$ cat src/common/ascb_pkg.sv
// constants, field layout and decode helpers of the setup configuration bank
package ascb_pkg;

  localparam int NUM_SETUPS   = 8;
  localparam int NUM_CHANNELS = 8;
  localparam int NUM_AIN      = 8;

  // apb geometry: byte address is four times the register index
  localparam int ADDR_W = 8;
  localparam int IDX_W  = 6;

  // register indices
  localparam logic [IDX_W-1:0] CONV_SEL_IDX   = 6'h01;
  localparam logic [IDX_W-1:0] STATUS_IDX     = 6'h02;
  localparam logic [IDX_W-1:0] CHAN_BASE_IDX  = 6'h09;
  localparam logic [IDX_W-1:0] CHAN_LAST_IDX  = 6'h10;
  localparam logic [IDX_W-1:0] SETUP_BASE_IDX = 6'h19;
  localparam logic [IDX_W-1:0] SETUP_LAST_IDX = 6'h20;

  // reset values
  localparam logic [15:0] SETUP_RESET    = 16'h0000;
  localparam logic [3:0]  ROUTE_RESET    = 4'h0;
  localparam logic [2:0]  CHAN_SET_RESET = 3'h0;
  localparam logic [2:0]  ACT_CHAN_RESET = 3'h0;
  localparam logic [7:0]  GAIN_RESET     = 8'h01;

  // setup register fields
  localparam int EXC1_MSB = 15;
  localparam int EXC1_LSB = 13;
  localparam int EXC0_MSB = 12;
  localparam int EXC0_LSB = 10;
  localparam int BURN_MSB = 9;
  localparam int BURN_LSB = 8;
  localparam int BUFP_BIT = 7;
  localparam int BUFM_BIT = 6;
  localparam int REFS_MSB = 5;
  localparam int REFS_LSB = 4;
  localparam int GAIN_MSB = 3;
  localparam int GAIN_LSB = 1;
  localparam int BYP_BIT  = 0;

  // channel register fields
  localparam int ROUTE_MSB = 3;
  localparam int ROUTE_LSB = 0;
  localparam int CSET_MSB  = 6;
  localparam int CSET_LSB  = 4;

  // status register fields
  localparam int ST_CHAN_LSB  = 0;
  localparam int ST_SETUP_LSB = 4;
  localparam int ST_RVALID    = 8;
  localparam int ST_GAIN_LSB  = 16;

  // excitation magnitude code for an idle source
  localparam logic [2:0] EXC_OFF = 3'h0;

  // pin routing codes
  localparam logic [3:0] ROUTE_AIN0 = 4'h0;
  localparam logic [3:0] ROUTE_AIN1 = 4'h1;
  localparam logic [3:0] ROUTE_AIN2 = 4'h4;
  localparam logic [3:0] ROUTE_AIN3 = 4'h5;
  localparam logic [3:0] ROUTE_AIN4 = 4'hA;
  localparam logic [3:0] ROUTE_AIN5 = 4'hB;
  localparam logic [3:0] ROUTE_AIN6 = 4'hE;
  localparam logic [3:0] ROUTE_AIN7 = 4'hF;

  // reserved codes give no pin at all
  function automatic logic [NUM_AIN-1:0] ascb_route_onehot(input logic [3:0] code);
    unique case (code)
      ROUTE_AIN0: ascb_route_onehot = 8'h01;
      ROUTE_AIN1: ascb_route_onehot = 8'h02;
      ROUTE_AIN2: ascb_route_onehot = 8'h04;
      ROUTE_AIN3: ascb_route_onehot = 8'h08;
      ROUTE_AIN4: ascb_route_onehot = 8'h10;
      ROUTE_AIN5: ascb_route_onehot = 8'h20;
      ROUTE_AIN6: ascb_route_onehot = 8'h40;
      ROUTE_AIN7: ascb_route_onehot = 8'h80;
      default:    ascb_route_onehot = 8'h00;
    endcase
  endfunction

endpackage

$ cat src/hdl/ascb_setup_decode.sv
// turns one setup word and one routing code into front end controls
`timescale 1ns/1ps
module ascb_setup_decode
  import ascb_pkg::*;
(
  input  wire logic [15:0]        setup_word,
  input  wire logic [3:0]         route_code,
  output logic      [2:0]         exc0_mag,
  output logic      [2:0]         exc1_mag,
  output logic      [1:0]         burnout,
  output logic                    buf_pos,
  output logic                    buf_neg,
  output logic      [1:0]         ref_pair,
  output logic      [7:0]         gain,
  output logic                    bypass,
  output logic      [NUM_AIN-1:0] pin_route
);

  always_comb begin
    exc1_mag = setup_word[EXC1_MSB:EXC1_LSB];
    exc0_mag = setup_word[EXC0_MSB:EXC0_LSB];
    burnout  = setup_word[BURN_MSB:BURN_LSB];
    buf_pos  = setup_word[BUFP_BIT];
    buf_neg  = setup_word[BUFM_BIT];
    ref_pair = setup_word[REFS_MSB:REFS_LSB];
    bypass   = setup_word[BYP_BIT];
    // bypass forces unity gain whatever the code holds
    if (bypass) begin
      gain = 8'h01;
    end else begin
      gain = 8'h01 << setup_word[GAIN_MSB:GAIN_LSB];
    end
    // an idle source is never left hanging on a pin
    if (exc0_mag == EXC_OFF) begin
      pin_route = '0;
    end else begin
      pin_route = ascb_route_onehot(route_code);
    end
  end

endmodule

$ cat src/hdl/ascb_bank.sv
// apb register bank of eight setups and per channel excitation routing
`timescale 1ns/1ps
module ascb_bank
  import ascb_pkg::*;
(
  input  wire logic                    pclk,
  input  wire logic                    presetn,
  input  wire logic                    psel,
  input  wire logic                    penable,
  input  wire logic                    pwrite,
  input  wire logic [ADDR_W-1:0]       paddr,
  input  wire logic [31:0]             pwdata,
  input  wire logic [3:0]              pstrb,
  output logic      [31:0]             prdata,
  output logic                         pready,
  output logic                         pslverr,
  output logic      [2:0]              excite0_magnitude,
  output logic      [2:0]              excite1_magnitude,
  output logic      [1:0]              burnout_level,
  output logic                         pos_reference_buffer_on,
  output logic                         neg_reference_buffer_on,
  output logic      [1:0]              reference_pair,
  output logic      [7:0]              amp_gain,
  output logic                         amp_bypass,
  output logic      [NUM_AIN-1:0]      excite0_pin_route,
  output logic      [2:0]              active_setup
);

  ////////////////////////////////////////////////////////////////////////////
  typedef struct packed {
    logic [NUM_SETUPS-1:0][15:0]  setup;
    logic [NUM_CHANNELS-1:0][3:0] route;
    logic [NUM_CHANNELS-1:0][2:0] chan_setup;
    logic [2:0]                   act_chan;
    logic [31:0]                  prdata;
    logic                         pready;
    logic                         pslverr;
    logic [2:0]                   exc0;
    logic [2:0]                   exc1;
    logic [1:0]                   burn;
    logic                         bufp;
    logic                         bufm;
    logic [1:0]                   refp;
    logic [7:0]                   gain;
    logic                         byp;
    logic [NUM_AIN-1:0]           pins;
    logic [2:0]                   act_setup;
  } ascb_state_t;

  ascb_state_t state_reg;
  ascb_state_t state_next;

  logic [IDX_W-1:0]   idx;
  logic               aligned;
  logic               hit_setup;
  logic               hit_chan;
  logic               hit_sel;
  logic               hit_stat;
  logic               mapped;
  logic [2:0]         setup_slot;
  logic [2:0]         chan_slot;
  logic [2:0]         sel_setup;
  logic [15:0]        sel_word;
  logic [3:0]         sel_route;
  logic [2:0]         d_exc0;
  logic [2:0]         d_exc1;
  logic [1:0]         d_burn;
  logic               d_bufp;
  logic               d_bufm;
  logic [1:0]         d_refp;
  logic [7:0]         d_gain;
  logic               d_byp;
  logic [NUM_AIN-1:0] d_pins;
  logic               wr_take;

  // byte lane merge used for the setup registers; channel and select writes take lane 0 only
  function automatic logic [31:0] lane_merge(input logic [31:0] old_v,
                                             input logic [31:0] new_v,
                                             input logic [3:0]  strb);
    logic [31:0] res;
    res = old_v;
    for (int b = 0; b < 4; b++) begin
      if (strb[b]) begin
        res[b*8 +: 8] = new_v[b*8 +: 8];
      end
    end
    return res;
  endfunction

  ////////////////////////////////////////////////////////////////////////////
  // address decode
  assign idx        = paddr[ADDR_W-1:2];
  assign aligned    = (paddr[1:0] == 2'b00);
  assign hit_setup  = aligned && (idx >= SETUP_BASE_IDX) && (idx <= SETUP_LAST_IDX);
  assign hit_chan   = aligned && (idx >= CHAN_BASE_IDX) && (idx <= CHAN_LAST_IDX);
  assign hit_sel    = aligned && (idx == CONV_SEL_IDX);
  assign hit_stat   = aligned && (idx == STATUS_IDX);
  assign mapped     = hit_setup || hit_chan || hit_sel || hit_stat;
  assign setup_slot = 3'(idx - SETUP_BASE_IDX);
  assign chan_slot  = 3'(idx - CHAN_BASE_IDX);
  assign wr_take    = psel && penable && state_reg.pready && pwrite && mapped;

  // the active channel picks its setup, so channels may share one
  assign sel_setup = state_reg.chan_setup[state_reg.act_chan];
  assign sel_word  = state_reg.setup[sel_setup];
  assign sel_route = state_reg.route[state_reg.act_chan];

  ascb_setup_decode u_decode (
    .setup_word (sel_word),
    .route_code (sel_route),
    .exc0_mag   (d_exc0),
    .exc1_mag   (d_exc1),
    .burnout    (d_burn),
    .buf_pos    (d_bufp),
    .buf_neg    (d_bufm),
    .ref_pair   (d_refp),
    .gain       (d_gain),
    .bypass     (d_byp),
    .pin_route  (d_pins)
  );

  ////////////////////////////////////////////////////////////////////////////
  always_comb begin
    state_next = state_reg;
    // zero wait: pready rises in the first access cycle, drops after it
    if (psel && !penable) begin
      state_next.pready  = 1'b1;
      state_next.pslverr = !mapped;
      state_next.prdata  = 32'h0000_0000;
      if (!pwrite) begin
        if (hit_setup) begin
          state_next.prdata[15:0] = state_reg.setup[setup_slot];
        end else if (hit_chan) begin
          state_next.prdata[ROUTE_MSB:ROUTE_LSB] = state_reg.route[chan_slot];
          state_next.prdata[CSET_MSB:CSET_LSB]   = state_reg.chan_setup[chan_slot];
        end else if (hit_sel) begin
          state_next.prdata[2:0] = state_reg.act_chan;
        end else if (hit_stat) begin
          state_next.prdata[ST_CHAN_LSB +: 3]  = state_reg.act_chan;
          state_next.prdata[ST_SETUP_LSB +: 3] = state_reg.act_setup;
          state_next.prdata[ST_RVALID]         = |state_reg.pins;
          state_next.prdata[ST_GAIN_LSB +: 8]  = state_reg.gain;
        end
      end
    end else begin
      state_next.pready  = 1'b0;
      state_next.pslverr = 1'b0;
    end
    // writes land only on the completing access edge; status is read only
    if (wr_take) begin
      if (hit_setup) begin
        state_next.setup[setup_slot] =
          16'(lane_merge({16'h0000, state_reg.setup[setup_slot]}, pwdata, pstrb));
      end else if (hit_chan) begin
        if (pstrb[0]) begin
          state_next.route[chan_slot]      = pwdata[ROUTE_MSB:ROUTE_LSB];
          state_next.chan_setup[chan_slot] = pwdata[CSET_MSB:CSET_LSB];
        end
      end else if (hit_sel) begin
        if (pstrb[0]) begin
          state_next.act_chan = pwdata[2:0];
        end
      end
    end
    // front end controls, one cycle behind the registers
    state_next.exc0      = d_exc0;
    state_next.exc1      = d_exc1;
    state_next.burn      = d_burn;
    state_next.bufp      = d_bufp;
    state_next.bufm      = d_bufm;
    state_next.refp      = d_refp;
    state_next.gain      = d_gain;
    state_next.byp       = d_byp;
    state_next.pins      = d_pins;
    state_next.act_setup = sel_setup;
  end

  always_ff @(posedge pclk or negedge presetn) begin
    if (!presetn) begin
      state_reg            <= '0;
      state_reg.setup      <= {NUM_SETUPS{SETUP_RESET}};
      state_reg.route      <= {NUM_CHANNELS{ROUTE_RESET}};
      state_reg.chan_setup <= {NUM_CHANNELS{CHAN_SET_RESET}};
      state_reg.act_chan   <= ACT_CHAN_RESET;
      state_reg.gain       <= GAIN_RESET;
    end else begin
      state_reg <= state_next;
    end
  end

  ////////////////////////////////////////////////////////////////////////////
  assign prdata                  = state_reg.prdata;
  assign pready                  = state_reg.pready;
  assign pslverr                 = state_reg.pslverr;
  assign excite0_magnitude       = state_reg.exc0;
  assign excite1_magnitude       = state_reg.exc1;
  assign burnout_level           = state_reg.burn;
  assign pos_reference_buffer_on = state_reg.bufp;
  assign neg_reference_buffer_on = state_reg.bufm;
  assign reference_pair          = state_reg.refp;
  assign amp_gain                = state_reg.gain;
  assign amp_bypass              = state_reg.byp;
  assign excite0_pin_route       = state_reg.pins;
  assign active_setup            = state_reg.act_setup;
endmodule

$ cat config.mk
export PLATFORM = sky130hd
export DESIGN_NAME = ascb_bank
export DESIGN_NICKNAME = d
export VERILOG_FILES = /design/src/common/ascb_pkg.sv /design/src/hdl/ascb_setup_decode.sv /design/src/hdl/ascb_bank.sv
export SDC_FILE = /design/constraint.sdc
export NUM_CORES = 1
export LEC_CHECK = 0
export BUFFER_PORTS_ARGS = -buffer_cell sky130_fd_sc_hd__buf_2
export CAP_MARGIN = 40
export CORE_MARGIN = 2
export CORE_UTILIZATION = 45
export DETAILED_ROUTE_END_ITERATION = 16
export SYNTH_ARGS = -nofsm -noshare
export SYNTH_HDL_FRONTEND = slang
export SYNTH_SLANG_ARGS = --single-unit
export TNS_END_PERCENT = 100
$ cat constraint.sdc
create_clock -name pclk -period 4 [get_ports pclk]
set_input_delay 1 -clock pclk [delete_from_list [all_inputs] [get_ports pclk]]
set_output_delay 1 -clock pclk [all_outputs]
set_load 0.01 [all_outputs]
==> summary.md, run 1 <==
| Metric | Value |
|---|---|
| Run status | `finished clean` |
| Post-Syn Instances | `1181` |
| CP arrival | `between 3000 and 4000 ps` |
| Critical-path cell list | `buf_4, nand2b_1, o22a_1, nand2_1, inv_2, nand2_1, a32oi_1, a211oi_4, nor4b_1` |
| 1st-iter DRT viols | `710` |
| Hold Slack | `roughly 480 ps` |
| Fmax | `approximately 290 MHz` |
| CTS Root Cell | `clkbuf_16` |
| Cell taking the most area after synthesis | `dfrtp_1` |
| Post-synth EDFFs | `0` |
| Post-synthesis async set-or-reset flop share | `100%` |
| Worst skew pair latency | `between 500 and 600 ps` |
| Minimum setup slack among reg-to-reg paths | `between 600 and 700 ps` |
| Worst endpoint required time | `around 4400 ps` |
| Vias in the first global route | `about 9300` |
| Area delta synth->final | `13.5%` |
| Die W | `between 150 and 200 microns` |
| Io pins | `115` |
| Hold Path Depth | `2` |
| Most common cell after layout, fill and taps aside | `dfrtp_1` |
| Clk slew on worst S/H paths | `~60 ps` |
| Ys flop type | `dfrtp_1` |
| Final period util | `84.9%` |
| Min Clock Period, post-route | `roughly 3400 ps` |
| Starting Density | `45.5%` |
| PostCTS Resize Cnt | `0` |
| CTS Buffer Depth | `3` |
| Fin. Hold Viols | `0` |
| GP Congestion | `roughly 0.86` |
| Setup crit end kind | `flip-flop` |
| Synthesis-stage register bit count | `roughly 250` |
| Unique masters post-synth | `58` |
| Ys Warns | `0` |
| Number of flip-flops in the largest register | `around 190` |
| DRT antenna net count | `0` |
| First-pass GRT wire length | `55.8 mm` |
| Post-Syn Area per Cell | `11.0 sq um` |
| Max-slew violation count | `0` |
| Commonest non-fill, non-tap cells in the layout | `dfrtp_1 (244), mux2_2 (179), nand2_1 (165)` |
| Via Count | `about 9500` |
| CP max-delay cell | `dfrtp_1` |
| Relative slew slack | `a little over two fifths` |
| Worst Setup Start Kind | `flip-flop` |
| Most frequent CP cell | `nand2_1` |
| WP buf/inv | `2` |
| Register area share after synthesis | `47.2%` |
| DRT Pass-1 Iters | `5` |
| Die ar. | `about 0.030 sq mm` |
| CP top delay family | `compound AO/OA/AOI/OAI gates` |
| Max stage delay on crit path | `between 500 and 600 ps` |
| Vias per cell | `just under 6` |
| TritonCTS Buffers | `27` |
| Initial antenna violation count | `1` |
| Yosys top cell area share | `47.0%` |
| Critical path depth | `9` |
| Total power per unit cell area | `approximately 380 mW/mm^2` |
| WL/cell | `between 20 and 25 microns` |
| Total Routed Length | `between 30 and 40 mm` |
| Placed cells | `approximately 1600` |
| Synthesized area | `between 0.01 and 0.015 sq mm` |
| Core Area | `between 0.02 and 0.03 sq mm` |
| Worst setup path class | `flip-flop to flip-flop` |
| Dpl hpwl | `about 23 mm` |
| Htree depth | `1` |
| Number of port buffers | `around 90` |
| Setup skew after layout | `roughly 24 ps` |
| Final net count | `between 1000 and 1500` |
| Worst reg-to-reg path cell count | `9` |
| Total GRT Usage | `between 20% and 30%` |
| Hold-fix buffers, CTS | `0` |
| Largest net degree at the start of global routing | `between 100 and 150` |
| CTS tree | `built` |
| Class of the worst hold path | `flip-flop to flip-flop` |
| Remaining Overflow, GRT | `0` |
| Maximum vdd drop | `between 300 and 400 uV` |
| Layout cells sized above 1 | `about 34%` |
| Site row count | `a little over 60` |
| Filler instances | `2613` |
| Drc violations | `0` |
| Setup violators final | `0` |
| Die Y | `approximately 170 microns` |
| Postcts setup bufs | `0` |
| Fin Setup TNS | `0 ps` |
| Max-cap violations | `0` |
| Clk sinks | `245` |
| Area contributors post-synth | `dfrtp_1 (47%), mux2_2 (16%), mux4_2 (5.2%)` |
| Worst-margin pin slew | `~850 ps` |
| Worst-path fanout max | `19` |
| LEAKAGE | `about 0.007 uW` |
| Utilization of the core after routing | `51.7%` |
| Post-route insts no fill | `between 1500 and 2000` |
| RSZ-0062 raised after global routing | `no` |
[per-layer routing]
layer  up-vias  share of wire, %  track usage [%]
met5         -                 0                0
met4         0               2.2             6.44
met3        55               6.2             3.11
met2       333                47             37.7
met1      4791                45             34.1
li1       4293                 -                -
[Yosys cell counts (all sizes together), types with 2 or more instances]
| library cell | instances |
|---|---|
| a211oi | 7 |
| a21o | 2 |
| a21oi | 18 |
| a221oi | 9 |
| a22o | 12 |
| a22oi | 3 |
| a31oi | 6 |
| a32oi | 2 |
| and2 | 4 |
| and3 | 2 |
| and4 | 2 |
| buf | 92 |
| clkbuf | 42 |
| clkinv | 2 |
| dfrtp | 244 |
| ha | 4 |
| inv | 16 |
| mux2 | 179 |
| mux2i | 58 |
| mux4 | 30 |
| nand2 | 165 |
| nand2b | 9 |
| nand3 | 83 |
| nand4 | 10 |
| nor2 | 31 |
| nor2b | 2 |
| nor3 | 27 |
| nor4 | 8 |
| nor4b | 3 |
| o21ai | 75 |
| o221ai | 8 |
| o22ai | 5 |
| o311ai | 2 |
| or2 | 2 |
| or3 | 2 |
[layout make-up]
class | count | area, sq um | share of cell area (%)
diodes | 1 | 2.50 | 0.0170
clock buffers | 36 | 769 | 5.22
clock inverters | 13 | 183 | 1.24
inverters | 18 | 67.6 | 0.458
multi-input cells | 791 | 6090 | 41.3
flip-flops and latches | 245 | 6130 | 41.6
well taps | 384 | 480 | 3.26
repair buffers | 142 | 1020 | 6.91
[worst min-delay path: cells and delay by family (launching register included)]
kind | cells | cell delay (ps)
DFF | 1 | 330
and+or+nand+nor | 1 | 50
AOI/OAI and AO/OA | 1 | 60
[path summary, 6_finish.rpt]
path | start | to
max in group asynchronous | presetn | amp_gain[0]
max | state_reg[67] | excite0_pin_route[0]
min reg2reg | prdata[1] | prdata[1]
max reg2reg | state_reg[67] | excite0_pin_route[0]
min in group asynchronous | presetn | excite0_pin_route[1]
min | prdata[1] | prdata[1]
[cell families (layout without fill, tap and decap cells)]
family | after synthesis | count (layout) | synth area share (%)
other | 1 | 9 | 0.0289
adder cells (fa/ha/maj) | 4 | 4 | 0.385
AND/OR/NAND/NOR | 353 | 353 | 12.9
flip-flops | 245 | 245 | 47.2
AO/OA/AOI/OAI | 157 | 157 | 7.75
multiplexers | 267 | 267 | 25.2
XOR/XNOR | 2 | 2 | 0.135
buffers and inverters | 152 | 209 | 6.44
[per-stage QoR]
stage                     setup slack, ps  total power, uW  area [sq um]
after detailed placement              267             2940         13800
after floorplan                     -17.4             2750         13000
after CTS                             607             5590         14700
after global placement                305             2940         13800
final                                 605             5540         14700
after global routing                  342             5740         14700
[power breakdown]
group / internal, uW / switching [uW]
logic: 122 / 278
clock network: 1610 / 1040
registers: 2490 / 5.97
total: 4220 / 1320
Note: power is estimated with default switching activity, not from simulation.
==> run 2: changes to the inputs <==
--- a/config.mk
+++ b/config.mk
@@ -10,6 +10,7 @@
 export CORE_MARGIN = 2
 export CORE_UTILIZATION = 45
 export DETAILED_ROUTE_END_ITERATION = 16
+export PLACE_DENSITY = 0.65
 export SYNTH_ARGS = -nofsm -noshare
 export SYNTH_HDL_FRONTEND = slang
 export SYNTH_SLANG_ARGS = --single-unit
==> constraint.sdc (replaced) <==
create_clock -name pclk -period 3.1 [get_ports pclk]
set_input_delay 0.775 -clock pclk [delete_from_list [all_inputs] [get_ports pclk]]
set_output_delay 0.775 -clock pclk [all_outputs]
set_load 0.01 [all_outputs]
==> run 2 against run 1 <==
Net effect: critical path depth is 1 higher; die area stayed put; fmax is 15% higher; clock skew is 15 ps lower; utilization is 1.7 points higher; clock power is 17% higher; total power is 24% higher; clock-buffer cell count is 2 higher; worst hold slack worse by 290 ps; combinational power is 46% higher; setup slack worse by 450 ps; sequential power is 29% higher.
==> summary.md, run 2 (same netlist as run 1, synthesis figures left out) <==
| Metric | Value |
|---|---|
| Total GRT Usage | `23.7% (was 23.6%)` |
| Worst endpoint required time | `3530 ps (was 4420 ps)` |
| Utilization of the core after routing | `53.3% (was 51.7%)` |
| Io pins | `115 (unchanged)` |
| Final period util | `95.1% (was 84.9%)` |
| Htree depth | `1 (unchanged)` |
| Most common cell after layout, fill and taps aside | `dfrtp_1 (unchanged)` |
| Critical path depth | `10 (was 9)` |
| CTS Root Cell | `clkbuf_16 (unchanged)` |
| Min Clock Period, post-route | `2950 ps (was 3390 ps)` |
| CP top delay family | `multiplexers (was compound AO/OA/AOI/OAI gates)` |
| Layout cells sized above 1 | `36.7% (was 33.9%)` |
| Run status | `finished clean (unchanged)` |
| Largest net degree at the start of global routing | `67 (was 106)` |
| GP Congestion | `0.874 (was 0.857)` |
| RSZ-0062 raised after global routing | `no (unchanged)` |
| Max-cap violations | `0 (unchanged)` |
| Crit Reg-Reg Startpoint | `state_reg[67] (unchanged)` |
| CTS Buffer Depth | `3 (unchanged)` |
| First-pass GRT wire length | `56.3 mm (was 55.8 mm)` |
| Worst-path fanout max | `21 (was 19)` |
| Dpl hpwl | `24.2 mm (was 22.6 mm)` |
| CTS tree | `built (unchanged)` |
| Number of flip-flops in the largest register | `187 (unchanged)` |
| Initial antenna violation count | `2 (was 1)` |
| Site row count | `62 (unchanged)` |
| Core Area | `0.0285 sq mm (unchanged)` |
| Setup skew after layout | `8.72 ps (was 23.6 ps)` |
| Critical-path cell list | `mux4_2, mux2i_4, inv_2, buf_4, mux2i_1, mux2i_1, mux2i_1, buf_4, nand2b_1, nor3_1 (was buf_4, nand2b_1, o22a_1, nand2_1, inv_2, nand2_1, a32oi_1, a211oi_4, nor4b_1)` |
| Worst skew pair latency | `530 ps (was 550 ps)` |
| DRT Pass-1 Iters | `5 (unchanged)` |
| # diodes | `0 (was 1)` |
| Max stage delay on crit path | `640 ps (was 510 ps)` |
| Clk slew on worst S/H paths | `60 ps (about the same)` |
| Final net count | `1326 (was 1278)` |
| Worst-margin pin slew | `647 ps (was 854 ps)` |
| LEAKAGE | `0.00724 uW (was 0.00700 uW)` |
| Post-route insts no fill | `1676 (was 1630)` |
| Via Count | `9779 (was 9472)` |
| Fin Setup TNS | `0 ps (unchanged)` |
| Critical path origin | `state_reg[67] (unchanged)` |
| Worst Setup Start Kind | `flip-flop (unchanged)` |
| Clk sinks | `245 (unchanged)` |
| Worst setup path class | `flip-flop to flip-flop (unchanged)` |
| Commonest non-fill, non-tap cells in the layout | `dfrtp_1 (243), mux2_2 (178), nand2_1 (164) (was dfrtp_1 (244), mux2_2 (179), nand2_1 (165))` |
| Die ar. | `0.0302 sq mm (unchanged)` |
| Die W | `174 microns (unchanged)` |
| Placed cells | `1629 (was 1580)` |
| Total power per unit cell area | `453 mW/mm^2 (was 376 mW/mm^2)` |
| Relative slew slack | `55.6% (was 43.1%)` |
| CP max-delay cell | `mux4_2 (was dfrtp_1)` |
| Total chip power | `6890 uW (was 5540 uW)` |
| Number of port buffers | `88 (unchanged)` |
| Worst reg-to-reg path cell count | `10 (was 9)` |
| CP arrival | `3380 ps (was 3810 ps)` |
| DRT antenna net count | `0 (unchanged)` |
| TritonCTS Buffers | `26 (was 27)` |
| Postcts setup bufs | `0 (unchanged)` |
| Die Y | `174 microns (unchanged)` |
| Vias in the first global route | `9811 (was 9338)` |
| Maximum vdd drop | `348 uV (was 316 uV)` |
| Setup violators final | `0 (unchanged)` |
| Fmax | `339 MHz (was 295 MHz)` |
| WL/cell | `21.4 microns (was 21.6 microns)` |
| Class of the worst hold path | `input port to asynchronous set/reset pin (was flip-flop to flip-flop)` |
| Setup crit end kind | `flip-flop (unchanged)` |
| Filler instances | `2512 (was 2613)` |
| Total Routed Length | `35.9 mm (was 35.3 mm)` |
| Area delta synth->final | `17.2% (was 13.5%)` |
| Drc violations | `0 (unchanged)` |
| Starting Density | `45.5% (unchanged)` |
| 1st-iter DRT viols | `778 (was 710)` |
| Max-slew violation count | `0 (unchanged)` |
| WP buf/inv | `3 (was 2)` |
| Most frequent CP cell | `mux2i_1 (was nand2_1)` |
| Remaining Overflow, GRT | `0 (unchanged)` |
| Fin. Hold Viols | `0 (unchanged)` |
| Vias per cell | `5.83 (was 5.81)` |
| Hold Slack | `186 ps (was 476 ps)` |
run 2: routing by layer:
layer	vias to the layer above	wire, microns	GRT usage [%]	part of all wire (%)
li1	4377	-	-	-
met1	4947	15800	33.3	44
met2	375	16600	37.1	46
met3	76	2540	5.09	7.1
met4	4	927	7.28	2.6
met5	-	25	0	0.070
run 2: repair_timing:
item | CTS | global route
setup endpoints to repair | 0 | 4
hold buffers | 0 | 0
gates resized for setup | 0 | 2
run 2: path summary, 6_finish.rpt:
kind / to / slack (ps)
worst max-delay path: amp_gain[7] / 150
worst min-delay path: excite0_pin_route[2] / 190
worst max register to register: amp_gain[7] / 150
worst min register to register: prdata[14] / 480
max in group asynchronous: state_reg[196] / 2140
min in group pclk: prdata[14] / 480
run 2: power by group:
part           leakage [uW]  switching, uW  total [uW]  internal [uW]
Sequential          0.00342           8.12        3220           3210
Clock              0.000426           1310        3090           1780
Combinational       0.00340            376         583            207
run 2: layout make-up:
class / instances / area, sq um / area share [%]
multi-input combinational: 791 / 6190 / 40.7
sequential: 245 / 6130 / 40.3
timing repair buffer: 191 / 1490 / 9.79
clock inverter: 9 / 55.1 / 0.362
tap: 384 / 480 / 3.16
inverter: 18 / 71.3 / 0.469
clock buffer: 38 / 797 / 5.24
run 2: per-stage QoR:
stage | worst slack [ps] | area (sq um)
final | 151 | 15200
after floorplan | -436 | 13200
after detailed placement | -152 | 14400
after global routing | 7.63 | 15200
after CTS | 59.4 | 15200
after global placement | -128 | 14400
